<file path="src/core/gpa_params.svh">
/*
 * Offsets, reset values and timing figures of the GPIO port register slice.
 * Assumes it is included by bare name from the design files.
 */
`ifndef GPA_PARAMS_SVH
`define GPA_PARAMS_SVH

// Byte offsets inside the port window.
`define GPA_OFS_IRQ_MASK     12'h410
`define GPA_OFS_RAW_STATUS   12'h414
`define GPA_OFS_MASKED       12'h418
`define GPA_OFS_IRQ_CLEAR    12'h41c
`define GPA_OFS_FUNC_SEL     12'h420
`define GPA_OFS_DRIVE_LOW    12'h500
`define GPA_OFS_DRIVE_MID    12'h504
`define GPA_OFS_DRIVE_HIGH   12'h508

// Field position and width of every per-pin field.
`define GPA_FIELD_LSB        0
`define GPA_FIELD_MSB        7

// Reset values of the per-pin fields.
`define GPA_RST_ZERO         8'h00
`define GPA_RST_DRIVE_LOW    8'hff
`define GPA_RST_DRIVE_MID    8'h00
`define GPA_RST_DRIVE_HIGH   8'h00
`define GPA_RST_IRQ_MASK     8'h00

// Debug-pin sets of the three port variants.
`define GPA_DEBUG_NONE       8'h00
`define GPA_DEBUG_PIN7       8'h80
`define GPA_DEBUG_PINS3_0    8'h0f

// Clock edges from a drive write to the pad control output.
`define GPA_DRIVE_LATENCY    2

`endif

</file>
<file path="src/core/gpa_pkg.sv">
/*
 * Types shared by the GPIO port register slice.
 * Assumes nothing of its surroundings.
 */
package gpa_pkg;

    typedef logic [7:0] gpa_pins_type;

    typedef enum logic {
        GPA_BUS_IDLE,
        GPA_BUS_ANSWER
    } gpa_bus_state_type;

endpackage

</file>
<file path="src/core/gpa_det_if.sv">
/*
 * Carrier between the port top and one pin's interrupt detector.
 * Assumes both ends run on the same clock.
 */
`timescale 1ns/100ps
interface gpa_det_if;
    logic sample;
    logic sense;
    logic event_high;
    logic both;
    logic clear;
    logic raw;

    modport detector (
        input  sample,
        input  sense,
        input  event_high,
        input  both,
        input  clear,
        output raw
    );

    modport port (
        output sample,
        output sense,
        output event_high,
        output both,
        output clear,
        input  raw
    );
endinterface

</file>
<file path="src/core/gpa_pin_detect.sv">
/*
 * Interrupt detector of one pin: edge latch or level compare.
 * Assumes the pin sample is synchronous to clk and rst_n is synchronised.
 */
`timescale 1ns/100ps
module gpa_pin_detect (
    // Clock and reset.
    input wire logic  clk,
    input wire logic  rst_n,
    // Link to the port top.
    gpa_det_if.detector det
);

    logic prev;
    logic latch;
    logic rise;
    logic fall;
    logic hit;

    assign rise = det.sample & ~prev;
    assign fall = ~det.sample & prev;
    assign hit  = det.both ? (rise | fall)
                           : (det.event_high ? rise : fall);

    always_ff @(posedge clk or negedge rst_n) begin
        if (!rst_n) begin
            prev <= 1'b0;
        end else begin
            prev <= det.sample;
        end
    end

    // A new edge in the clearing cycle wins over the clear.
    always_ff @(posedge clk or negedge rst_n) begin
        if (!rst_n) begin
            latch <= 1'b0;
        end else if (det.sense) begin
            latch <= 1'b0;
        end else if (hit) begin
            latch <= 1'b1;
        end else if (det.clear) begin
            latch <= 1'b0;
        end
    end

    assign det.raw = det.sense ? (det.sample == det.event_high) : latch;
endmodule

</file>
<file path="src/core/gpa_port.sv">
/*
 * GPIO port register slice: interrupt mask, status and clear, function
 * select with commit protection, exclusive drive strength selects.
 * Assumes an Avalon-MM master with byte addresses, pin inputs synchronous
 * to SYS_CLK, and lock and commit state supplied by neighbouring logic.
 */
// The Avalon-MM slave port was left to the implementer.
//
// Operation
// - Masked status bit reads 1 while its pin's masked interrupt is active.
// - Writing 1 to a clear bit resets that pin's edge latch; 0 does nothing. Here a new edge in the accepting cycle still sets the latch.
// - Clear register has eight bits at 7:0; bits 31:8 read zero.
// - Function select 1 gives the pin to hardware, 0 keeps software control.
// - Protected select bits change only when unlocked and committed.
// - Ordinary pins reset tristated; debug pins reset to alternate function.
// - Every reset returns all pins to their default configuration.
// - Select, pull-up and enable reset to 0, 0x80 or 0x0f by port.
// - Writing 1 to a low drive bit clears that pin's mid and high bits.
// - Writing 1 to mid or high drive clears the other two bits.
// - A drive write loads all eight bits of that strength; the other two strengths clear only where a 1 is written.
// - A drive change reaches the pad on the second edge after the write.
// - Masked status equals raw status AND mask, reset zero.
`timescale 1ns/100ps
`include "gpa_params.svh"

module gpa_port #(
    parameter logic [7:0] DEBUG_PINS = `GPA_DEBUG_NONE
) (
    // Clock and reset.
    input  wire logic         SYS_CLK,
    input  wire logic         RSTN,
    // Avalon-MM slave.
    input  wire logic [11:0]  AVS_ADDRESS,
    input  wire logic         AVS_READ,
    input  wire logic         AVS_WRITE,
    input  wire logic [31:0]  AVS_WRITEDATA,
    input  wire logic [3:0]   AVS_BYTEENABLE,
    output logic      [31:0]  AVS_READDATA,
    output logic              AVS_WAITREQUEST,
    // Pins and interrupt configuration.
    input  wire logic [7:0]   PIN_IN,
    input  wire logic [7:0]   IRQ_SENSE,
    input  wire logic [7:0]   IRQ_EVENT,
    input  wire logic [7:0]   IRQ_BOTH,
    // Commit protection.
    input  wire logic         LOCK_OPEN,
    input  wire logic [7:0]   COMMIT_EN,
    // Pad control.
    output logic      [7:0]   PIN_ALT_SEL,
    output logic      [7:0]   DRIVE_LOW,
    output logic      [7:0]   DRIVE_MID,
    output logic      [7:0]   DRIVE_HIGH,
    output logic      [7:0]   DIG_EN_DEFAULT,
    output logic      [7:0]   PULL_UP_DEFAULT,
    output logic      [7:0]   PULL_DOWN_DEFAULT,
    // Interrupt.
    output logic              IRQ
);

    logic [1:0]                 rst_pipe;
    logic                       rst_n;
    gpa_pkg::gpa_bus_state_type state;
    gpa_pkg::gpa_pins_type      irq_mask;
    gpa_pkg::gpa_pins_type      raw;
    gpa_pkg::gpa_pins_type      masked;
    gpa_pkg::gpa_pins_type      drv_low;
    gpa_pkg::gpa_pins_type      drv_mid;
    gpa_pkg::gpa_pins_type      drv_high;
    gpa_pkg::gpa_pins_type      commit_ok;
    gpa_pkg::gpa_pins_type      wd;
    gpa_pkg::gpa_pins_type      irq_clear;
    logic                       wr_ok;
    logic                       rd_start;
    logic [31:0]                next_readdata;

    // Reset release through two flip-flops.
    always_ff @(posedge SYS_CLK or negedge RSTN) begin
        if (!RSTN) begin
            rst_pipe <= 2'b00;
        end else begin
            rst_pipe <= {rst_pipe[0], 1'b1};
        end
    end
    assign rst_n = rst_pipe[1];

    // Bus handshake: every request is answered one cycle after it appears.
    assign rd_start = (state == gpa_pkg::GPA_BUS_IDLE) & AVS_READ;
    assign wr_ok    = (state == gpa_pkg::GPA_BUS_ANSWER) & AVS_WRITE
                      & AVS_BYTEENABLE[0];
    assign wd       = AVS_WRITEDATA[`GPA_FIELD_MSB:`GPA_FIELD_LSB];

    always_ff @(posedge SYS_CLK or negedge rst_n) begin
        if (!rst_n) begin
            state <= gpa_pkg::GPA_BUS_IDLE;
        end else begin
            unique case (state)
                gpa_pkg::GPA_BUS_IDLE: begin
                    if (AVS_READ || AVS_WRITE) begin
                        state <= gpa_pkg::GPA_BUS_ANSWER;
                    end
                end
                gpa_pkg::GPA_BUS_ANSWER: begin
                    state <= gpa_pkg::GPA_BUS_IDLE;
                end
            endcase
        end
    end

    always_ff @(posedge SYS_CLK or negedge rst_n) begin
        if (!rst_n) begin
            AVS_WAITREQUEST <= 1'b1;
        end else begin
            AVS_WAITREQUEST <= !((state == gpa_pkg::GPA_BUS_IDLE)
                                 && (AVS_READ || AVS_WRITE));
        end
    end

    // Read mux; unmapped and write-only locations read zero.
    always_comb begin
        next_readdata = 32'h0000_0000;
        unique case (AVS_ADDRESS)
            `GPA_OFS_IRQ_MASK:   next_readdata[7:0] = irq_mask;
            `GPA_OFS_RAW_STATUS: next_readdata[7:0] = raw;
            `GPA_OFS_MASKED:     next_readdata[7:0] = masked;
            `GPA_OFS_FUNC_SEL:   next_readdata[7:0] = PIN_ALT_SEL;
            `GPA_OFS_DRIVE_LOW:  next_readdata[7:0] = drv_low;
            `GPA_OFS_DRIVE_MID:  next_readdata[7:0] = drv_mid;
            `GPA_OFS_DRIVE_HIGH: next_readdata[7:0] = drv_high;
            default:             next_readdata = 32'h0000_0000;
        endcase
    end

    always_ff @(posedge SYS_CLK or negedge rst_n) begin
        if (!rst_n) begin
            AVS_READDATA <= 32'h0000_0000;
        end else if (rd_start) begin
            AVS_READDATA <= next_readdata;
        end
    end

    // Interrupt mask.
    always_ff @(posedge SYS_CLK or negedge rst_n) begin
        if (!rst_n) begin
            irq_mask <= `GPA_RST_IRQ_MASK;
        end else if (wr_ok && AVS_ADDRESS == `GPA_OFS_IRQ_MASK) begin
            irq_mask <= wd;
        end
    end

    // Clear pulses reach the detectors only on the accepting edge.
    assign irq_clear = (wr_ok && AVS_ADDRESS == `GPA_OFS_IRQ_CLEAR)
                       ? wd : `GPA_RST_ZERO;

    for (genvar i = 0; i < 8; i++) begin : g_pin
        gpa_det_if det ();

        assign det.sample     = PIN_IN[i];
        assign det.sense      = IRQ_SENSE[i];
        assign det.event_high = IRQ_EVENT[i];
        assign det.both       = IRQ_BOTH[i];
        assign det.clear      = irq_clear[i];
        assign raw[i]         = det.raw;

        gpa_pin_detect u_detect (
            .clk   (SYS_CLK),
            .rst_n (rst_n),
            .det   (det)
        );
    end

    assign masked = raw & irq_mask;

    always_ff @(posedge SYS_CLK or negedge rst_n) begin
        if (!rst_n) begin
            IRQ <= 1'b0;
        end else begin
            IRQ <= |masked;
        end
    end

    // Debug pins accept a new select only when unlocked and committed.
    assign commit_ok = ~DEBUG_PINS | (COMMIT_EN & {8{LOCK_OPEN}});

    always_ff @(posedge SYS_CLK or negedge rst_n) begin
        if (!rst_n) begin
            PIN_ALT_SEL <= DEBUG_PINS;
        end else if (wr_ok && AVS_ADDRESS == `GPA_OFS_FUNC_SEL) begin
            PIN_ALT_SEL <= (PIN_ALT_SEL & ~commit_ok)
                           | (wd & commit_ok);
        end
    end

    // Reset defaults of the neighbouring pull and enable registers.
    always_ff @(posedge SYS_CLK or negedge rst_n) begin
        if (!rst_n) begin
            DIG_EN_DEFAULT    <= DEBUG_PINS;
            PULL_UP_DEFAULT   <= DEBUG_PINS;
            PULL_DOWN_DEFAULT <= `GPA_RST_ZERO;
        end else begin
            DIG_EN_DEFAULT    <= DIG_EN_DEFAULT;
            PULL_UP_DEFAULT   <= PULL_UP_DEFAULT;
            PULL_DOWN_DEFAULT <= PULL_DOWN_DEFAULT;
        end
    end

    // Drive selects: a 1 written to one strength clears the other two.
    always_ff @(posedge SYS_CLK or negedge rst_n) begin
        if (!rst_n) begin
            drv_low  <= `GPA_RST_DRIVE_LOW;
            drv_mid  <= `GPA_RST_DRIVE_MID;
            drv_high <= `GPA_RST_DRIVE_HIGH;
        end else if (wr_ok) begin
            unique case (AVS_ADDRESS)
                `GPA_OFS_DRIVE_LOW: begin
                    drv_low  <= wd;
                    drv_mid  <= drv_mid & ~wd;
                    drv_high <= drv_high & ~wd;
                end
                `GPA_OFS_DRIVE_MID: begin
                    drv_mid  <= wd;
                    drv_low  <= drv_low & ~wd;
                    drv_high <= drv_high & ~wd;
                end
                `GPA_OFS_DRIVE_HIGH: begin
                    drv_high <= wd;
                    drv_low  <= drv_low & ~wd;
                    drv_mid  <= drv_mid & ~wd;
                end
                default: begin
                    drv_low  <= drv_low;
                end
            endcase
        end
    end

    // The pad stage adds the second edge before a new strength applies.
    always_ff @(posedge SYS_CLK or negedge rst_n) begin
        if (!rst_n) begin
            DRIVE_LOW  <= `GPA_RST_DRIVE_LOW;
            DRIVE_MID  <= `GPA_RST_DRIVE_MID;
            DRIVE_HIGH <= `GPA_RST_DRIVE_HIGH;
        end else begin
            DRIVE_LOW  <= drv_low;
            DRIVE_MID  <= drv_mid;
            DRIVE_HIGH <= drv_high;
        end
    end
endmodule

</file>
<file path="config.mk">
export PLATFORM = sky130hd
export DESIGN_NAME = gpa_port
export DESIGN_NICKNAME = d
export VERILOG_FILES = /design/src/core/gpa_pkg.sv /design/src/core/gpa_det_if.sv /design/src/core/gpa_pin_detect.sv /design/src/core/gpa_port.sv
export VERILOG_INCLUDE_DIRS = /design/src /design/src/core
export SDC_FILE = /design/constraint.sdc
export NUM_CORES = 1
export LEC_CHECK = 0
export ABC_CLOCK_PERIOD_IN_PS = 8200
export BUFFER_PORTS_ARGS = -buffer_cell sky130_fd_sc_hd__buf_4
export CAP_MARGIN = 20
export CELL_PAD_IN_SITES_DETAIL_PLACEMENT = 0
export CELL_PAD_IN_SITES_GLOBAL_PLACEMENT = 1
export CORE_UTILIZATION = 30
export CTS_BUF_LIST = sky130_fd_sc_hd__clkbuf_2
export DETAILED_ROUTE_END_ITERATION = 12
export PLACE_DENSITY_LB_ADDON = 0.1
export SYNTH_ARGS = -nofsm -noshare
export SYNTH_HDL_FRONTEND = slang
export SYNTH_SLANG_ARGS = --single-unit
</file>
<file path="constraint.sdc">
create_clock -name SYS_CLK -period 8.2 [get_ports SYS_CLK]
set_input_delay 1.64 -clock SYS_CLK [delete_from_list [all_inputs] [get_ports SYS_CLK]]
set_output_delay 1.64 -clock SYS_CLK [all_outputs]
set_load 0.01 [all_outputs]
</file>
# [After elaboration in Yosys (flattened, before gate mapping)]
# Index checks and enable logic that the tools add are counted.
[op_classes] eq_ne=16 muxes=55 bitwise=49 reduce_logical=24
[op_table] op="12-bit by 11-bit == test with 1-bit output, second input constant" n=8
[op_table] op="8-bit one-hot mux with 7 select lines" n=1
[op_table] op="1-bit 2-to-1 mux" n=49
[op_table] op="8-bit one-hot mux with 2 select lines" n=3
[op_table] op="8-bit bitwise AND" n=4
[op_table] op="3-bit nonzero test" n=8
[op_table] op="1-bit bitwise AND" n=19
[op_table] op="1-bit NOT" n=17
[op_table] op="1-bit == test" n=8
[op_table] op="8-bit 2-to-1 mux" n=1
[op_table] op="8-bit NOT" n=1
[op_table] op="1-bit OR" n=8
[op_table] op="8-bit OR reduction" n=1
[op_table] op="2-bit AND reduction" n=3
[op_table] op="2-bit nonzero test" n=3
[op_table] op="2-bit OR reduction" n=3
[op_table] op="1-bit logical AND" n=4
[op_table] op="1-bit one-hot mux with 2 select lines" n=1
[op_table] op="1-bit zero test" n=1
[op_table] op="1-bit logical OR" n=1
[word_totals] reg_bits=93 input_bits=93 output_inout_bits=90 elab_cells=173

# [Logic depth before layout (Yosys ltp)]
# Gate-level depths: netlist (run 1).
[depth] depth_word=7 depth_mapped=7

# [Cells and area by module]
# From an unflattened synthesis (run 1), not the netlist that was laid out.
[hier_totals] hier_cells=467 area_unflattened_um2=4944.7
[by_module_without_submodules] module="gpa_port" n_inst=1 cells_per_inst=363 area_per_inst_um2=3813.7 seq_area_each_um2=1948.1
[by_module_without_submodules] module="gpa_pin_detect" n_inst=8 cells_per_inst=13 area_per_inst_um2=141.4 seq_area_each_um2=50.0

# [Worst setup path after synthesis (run 1)]
# Ideal clock, no wire load.
[synth_timing] path_type="input-to-reg" startpoint="input port AVS_ADDRESS[2]" endpoint="register PIN_ALT_SEL[0]" arrival_time_ns=3.371 slack_ns=4.704 cell_stages=6 n_path_buf=2 path_cell_list="clkbuf_1 or4_1 nor3_1 and3_1 buf_2 mux2_2"
[synth_via] elab_chain_cells=2
[synth_lines] item="start: declaration" line="gpa_port.sv:33" source="input wire logic [11:0] AVS_ADDRESS,"
[synth_lines] item="12-bit by 11-bit == test with 1-bit output"
[synth_lines] item="1-bit logical AND (no source line)"
[synth_lines] item="end signal: assignment" line="gpa_port.sv:188" source="PIN_ALT_SEL <= (PIN_ALT_SEL & ~commit_ok)"
[synth_lines] item="end: declaration" line="gpa_port.sv:49" source="output logic [7:0] PIN_ALT_SEL,"
# Every way passes these cells.
# A chain may end at the register's enable or synchronous reset.

# [Final worst setup path (run 1)]
[layout_timing] startpoint="input port AVS_ADDRESS[9]" endpoint="register drv_low[3]"
[layout_via] elab_chain_cells=4
[layout_lines] item="12-bit by 11-bit == test with 1-bit output" line="gpa_port.sv:213" source="unique case (AVS_ADDRESS)"
[layout_lines] item="2-bit OR reduction (no source line)"
[layout_lines] item="2-bit nonzero test (no source line)"
[layout_lines] item="2-bit AND reduction (no source line)"
[layout_lines] item="end signal: assignment" line="gpa_port.sv:209" source="drv_low <= `GPA_RST_DRIVE_LOW;"
[layout_lines] item="end signal: assignment" line="gpa_port.sv:215" source="drv_low <= wd;"
[layout_lines] item="end signal: assignment" line="gpa_port.sv:221" source="drv_low <= drv_low & ~wd;"
[layout_lines] item="end: declaration" line="gpa_port.sv:66" source="gpa_pkg::gpa_pins_type drv_low;"
# Parallel ways exist; a longest one is shown, timed or not.

==> impl_metrics.tcl, run 1 <==
set metrics [dict create \
    status "finished, final reports clean" \
    ir_worst_vdd_uv 45.83 \
    numCtsBuffers 9 \
    tns_ns 0 \
    vias_per_cell 4.521 \
    reg2reg_depth 5 \
    ant_nets 0 \
    synth_edf_count 0 \
    yosysSeqAreaShare_pct 47.85 \
    p_sw_w 0.0002333 \
    htreeDepth 3 \
    setup_violations 0 \
    mostFrequentLayoutCells "buf_4 (100), dfrtp_1 (75), conb_1 (49)" \
    synth_fa_ha_area_share_pct 4.079 \
    dp.cells 755 \
    hpwl_um 9205 \
    synth-simple-area-share_pct 9.406 \
    rsz0062_at_grt "no" \
    pwr-share-comb_pct 13.1 \
    skew_ns 0.01961 \
    clock_path_buffers 2 \
    cts_tree "built" \
    synth_top_family_by_area "compound AO/OA/AOI/OAI gates" \
    slew-limit-headroom_pct 46.12 \
    crit_chain "buf_4 > or4b_4 > nor4_4 > and3_1 > and2_1 > a22o_1" \
    finalNetCount 659 \
    synth_flop_cell "dfrtp_1" \
    clkPwrFrac_pct 26.6 \
    ctsHoldBuffers 0 \
    p_leak_nw 2.790 \
    path_clk_slew_ns 0.25 \
    final_common_cell "buf_4" \
    hold_viol_final 0 \
    synth_cell_types 55 \
    rows 46 \
    critPathMaxStageDelay_ns 0.80 \
    first_iter_violations 225 \
    core_area_mm2 0.01594 \
    rr_startpoint "state" \
    critical_path_arrival_ns 4.41 \
    synthToLayoutAreaGrowth_pct 16.65 \
    ys_warn_count 0 \
    io_buffers 98 \
    avgSynthCellArea_um2 10.58 \
    crit_type "primary input to register" \
    netlist_area_mm2 0.004908 \
    async_flop_share_pct 100.0 \
    worstMarginPinSlew_ns 0.8082 \
    grt_overflow 0 \
    power_density_mw_per_mm2 137.7 \
    dr_total_vias 3490 \
    grt_pass1_vias 3465 \
    drive_above_1_share_pct 30.63 \
    finalCritPeriodShare_pct 47.21 \
    cts_resized 0 \
    critPathCaptureType "register" \
    p_seq_share_pct 60.3 \
    start_kind "primary input" \
    synth_compound_area_share_pct 17.67 \
    start_util_pct 30.79 \
    grt_pass1_wl_um 19120 \
    rr_endpoint "drv_low[3]" \
    clock-sinks 93 \
    die_area_mm2 0.01688 \
    synthXorXnorAreaFrac_pct 1.427 \
    clock_latency_ns 0.59 \
    path_max_fanout 27 \
    switching_share_pct 29.58 \
    min_path_type "register to async pin" \
    grtUsageMet3_pct 4.469 \
    slew_viol_final 0 \
    post_cts_buffers 0 \
    synthMuxAreaShare_pct 7.367 \
    crit_slowest_cell "and3_1" \
    first_pass_iters 5 \
    drv_cap 0 \
    die_y_um 129.9 \
    busiest_layer "met2" \
    fmax_ghz 0.2583 \
    intPower_w 0.0005553 \
    worstPathRequired_ns 8.74 \
    gr-usage-met1_pct 19.42 \
    use_met2_pct 26.11 \
    ios 183 \
    instances_no_fill 772 \
    gp_congestion 0.8245 \
    grt_max_degree 66 \
    r2r_slack_ns 6.16 \
    routed_wirelength_um 12190 \
    syn_inst 464 \
    cts_root_buf "clkbuf_2" \
    track_usage_pct 15.43 \
    wire_per_inst_um 15.79 \
    fp.dieW_um 129.9 \
    period_needed_ns 3.871 \
    drcViolationCount 0 \
    antenna_found_initial 1 \
    ys_seq_elements 93 \
]
-- worst max-delay path by stage --
stage / startpoint / end / slack [ns] / cells after the start
floorplan: AVS_ADDRESS[2] / PIN_ALT_SEL[0] / 4.70 / 6
global placement: AVS_ADDRESS[9] / drv_mid[6] / 3.75 / 6
detailed placement: AVS_ADDRESS[9] / drv_mid[7] / 3.73 / 6
CTS: AVS_ADDRESS[9] / drv_mid[7] / 4.41 / 6
global route: AVS_ADDRESS[9] / drv_high[7] / 4.24 / 6
finish: AVS_ADDRESS[9] / drv_low[3] / 4.33 / 6
-- worst max-delay path, delay by kind of cell --
kind	cells	cell delay [ns]
AO/OA/AOI/OAI	1	0.20
AND/OR/NAND/NOR	4	2.44
buffers and inverters	1	0.11
-- metal layers --
metal  up-vias  wire length (µm)
met5         -                 0
met4         0                91
met3         5               602
met2       105              5954
met1      1674              5541
li1       1706                 -
-- synth_stat cells, drive strengths merged, types with 2 or more instances --
master	count	area [µm²]
nand2b	2	12.51
and3	2	12.51
and2	6	37.54
o2bb2ai	4	35.03
inv	28	105.1
nor3	2	15.01
mux2	25	281.5
or2	3	18.77
mux2i	8	80.08
or4b	2	23.77
buf	65	456.7
nand3	10	50.05
a21o	3	22.52
nor2b	12	75.07
nor2	9	33.78
nand2	24	92.59
a31oi	3	18.77
a22oi	5	37.54
o21ai	52	264.0
dfrtp	76	1902
conb	2	7.510
nor4	2	33.78
ha	16	200.2
a221o	2	20.02
nand4	4	25.02
o22a	2	17.52
a21oi	14	70.07
a211oi	3	22.52
clkbuf	7	26.28
xnor2	8	70.07
a32oi	2	17.52
a22o	32	280.3
dfstp	17	446.7
-- registers in the layout (all words and copies together), names as in the netlist --
name,count
AVS_READDATA,8
AVS_WAITREQUEST,1
DRIVE_HIGH,8
DRIVE_LOW,8
DRIVE_MID,8
IRQ,1
PIN_ALT_SEL,8
drv_high,8
drv_low,8
drv_mid,8
g_pin.u_detect.latch,8
g_pin.u_detect.prev,8
irq_mask,8
rst_pipe,2
state,1
-- cell type report --
class	instances	area [µm²]
clock buffer	10	50.05
timing repair buffer	100	750.7
antenna	1	2.502
multi-input combinational	317	2145
fill	1641	10220
clock inverter	6	46.29
tap	216	270.3
sequential	93	2352
inverter	29	108.9
-- cell families (layout without fill, tap and decap cells) --
family / after synthesis / after routing
compound gates: 129 / 129
simple gates: 82 / 82
fa+ha+maj: 16 / 16
buf+inv: 101 / 145
flops: 93 / 93
other cells: 2 / 50
xor+xnor: 8 / 8
mux: 33 / 33
-- metrics by stage --
stage | instance area [µm²] | util, % | total power, W | setup WS, ns | hold slack (ns)
2_1_floorplan | 5085 | - | 0.0005568 | 4.704 | 0.3312
5_1_grt | 5725 | 35.91 | 0.0008393 | 4.238 | 0.2996
3_5_place_dp | 5627 | 35.29 | 0.0005877 | 3.726 | 0.2901
3_3_place_gp | 5627 | 35.29 | 0.0005853 | 3.747 | 0.2976
6_report | 5725 | 35.91 | 0.0007886 | 4.329 | 0.2684
4_1_cts | 5723 | 35.90 | 0.0008066 | 4.413 | 0.2961
-- power groups by stage --
stage	clock (W)	sequential, W	combinational, W
floorplan	0	0.000486	0.0000703
global placement	0	0.000483	0.000102
detailed placement	0	0.000484	0.000104
CTS	0.000225	0.000477	0.000104
global route	0.000245	0.000478	0.000116
finish	0.000210	0.000476	0.000103
Power figures use the tool's default switching activity.
==> run 2, diff against run 1 <==
ABC_CLOCK_PERIOD_IN_PS = 3800   (was 8200)
clock period = 3.8 ns   (was 8.2 ns; I/O delays follow)
==> impl_metrics.tcl, run 2 (synthesis gave the netlist of run 1 again) <==
set metrics [dict create \
    period_needed_ns 2.387 \
    setup_violations 0 \
    mostFrequentLayoutCells "buf_4 (104), dfrtp_1 (75), conb_1 (49)" \
    worstMarginPinSlew_ns 0.7805 \
    drive_above_1_share_pct 31.07 \
    hold_viol_final 0 \
    routed_wirelength_um 12230 \
    crit_chain "buf_4 > or4_1 > nor3_1 > and3_1 > mux2_2" \
    grt_max_degree 57 \
    start_util_pct 30.79 \
    die_area_mm2 0.01688 \
    start_kind "primary input" \
    slew_viol_final 0 \
    r2r_slack_ns 1.96 \
    critPathCaptureType "register" \
    status "finished, final reports clean" \
    cts_root_buf "clkbuf_2" \
    die_y_um 129.9 \
    fill_cells 1637 \
    gp_congestion 0.8156 \
    track_usage_pct 15.30 \
    clkPwrFrac_pct 29.4 \
    pwr-share-comb_pct 12.4 \
    grt_pass1_wl_um 19130 \
    multi_input_area_mm2 0.002145 \
    p_sw_w 0.0005083 \
    ant_nets 0 \
    final_common_cell "buf_4" \
    core_area_mm2 0.01594 \
    grt_overflow 0 \
    htreeDepth 3 \
    crit_type "primary input to register" \
    cts_tree "built" \
    drcViolationCount 0 \
    antenna_found_initial 1 \
    hpwl_um 9388 \
    vias_per_cell 4.573 \
    path_clk_slew_ns 0.27 \
    clock_path_buffers 2 \
    cts_resized 0 \
    synthToLayoutAreaGrowth_pct 17.97 \
    path_delay_family "simple AND/OR/NAND/NOR gates" \
    critPathMaxStageDelay_ns 0.61 \
    skew_ns 0.03861 \
    ir_worst_vdd_uv 193.3 \
    worstPathRequired_ns 4.31 \
    ios 183 \
    path_max_fanout 19 \
    p_leak_nw 2.825 \
    switching_share_pct 28.67 \
    seqCellArea_mm2 0.002352 \
    rsz0062_at_grt "no" \
    min_path_type "primary input to register" \
    finalNetCount 664 \
    io_buffers 98 \
    drv_cap 0 \
    numCtsBuffers 9 \
    finalCritPeriodShare_pct 62.81 \
    clock-sinks 93 \
    first_iter_violations 166 \
    fmax_ghz 0.4190 \
    power_density_mw_per_mm2 306.2 \
    rows 46 \
    wire_per_inst_um 15.74 \
    first_pass_iters 4 \
    path_buf_inv 1 \
    clock_latency_ns 0.62 \
    slew-limit-headroom_pct 47.68 \
    place_area_mm2 0.005657 \
    dr_total_vias 3553 \
    grt_pass1_vias 3564 \
    critical_path_arrival_ns 2.89 \
    finalInstanceArea_mm2 0.005791 \
    tns_ns 0 \
    p_seq_share_pct 58.2 \
    fp.dieW_um 129.9 \
    crit_slowest_cell "or4_1" \
    intPower_w 0.001265 \
]
## run 2: changes by cell type in the layout (fill, tap and decap cells not counted), sizes merged
cell and delta:
inv -1, buf +4, bufinv +1, dlygate4sd3 +1
## run 2: path summary, 6_finish.rpt
path | startpoint | endpoint | cells past startpoint
setup / recovery | AVS_ADDRESS[2] | PIN_ALT_SEL[1] | 5
hold / removal | IRQ_SENSE[2] | g_pin[2].u_detect.latch | 2
setup reg to reg | state | drv_low[1] | 5
hold reg to reg | rst_pipe[1] | drv_high[4] | 0
max in group asynchronous | rst_pipe[1] | drv_low[3] | 1
min in group asynchronous | rst_pipe[1] | drv_high[4] | 0
## run 2: through the flow
stage | power, W | hold WS, ns | utilization [%] | setup slack, ns | cells
finish | 0.001773 | 0.2707 | 36.32 | 1.413 | 777
global route | 0.001877 | 0.1669 | 36.32 | 1.371 | 777
CTS | 0.001811 | 0.1979 | 36.31 | 1.438 | 776
detailed placement | 0.001269 | 0.3428 | 35.48 | 0.7263 | 759
global placement | 0.001263 | 0.3383 | 35.48 | 0.7299 | 759
floorplan | 0.001201 | 0.3312 | - | 1.047 | 511
## run 2: repair_timing
| item | in CTS | in global routing |
|---|---|---|
| setup endpoints to repair | 0 | 0 |
| endpoints found under the hold margin | 2 | 0 |
| buffers inserted | 0 | 0 |
| hold buffers | 1 | 0 |
## run 2: layout make-up
type,count,area share [%]
antenna,1,0.04322
tap,216,4.667
multi-input combinational,317,37.04
clock inverter,6,1.232
inverter,29,1.880
timing repair buffer,105,13.66
clock buffer,10,0.8643
sequential,93,40.62
## run 2: metal layers
layer	share of wire [%]	track usage, %	vias to the layer above
li1	-	-	1712
met3	5.5	4.469	12
met1	45	19.43	1716
met5	0	0	-
met4	1.5	4.720	0
met2	48	25.10	113
## run 2: power by group through the flow
stage | Clock (W) | Combinational (W) | Sequential [W]
finish | 0.000521 | 0.000220 | 0.00103
detailed placement | 0 | 0.000220 | 0.00105
global placement | 0 | 0.000215 | 0.00105
global route | 0.000592 | 0.000247 | 0.00104
floorplan | 0 | 0.000152 | 0.00105
CTS | 0.000555 | 0.000222 | 0.00103
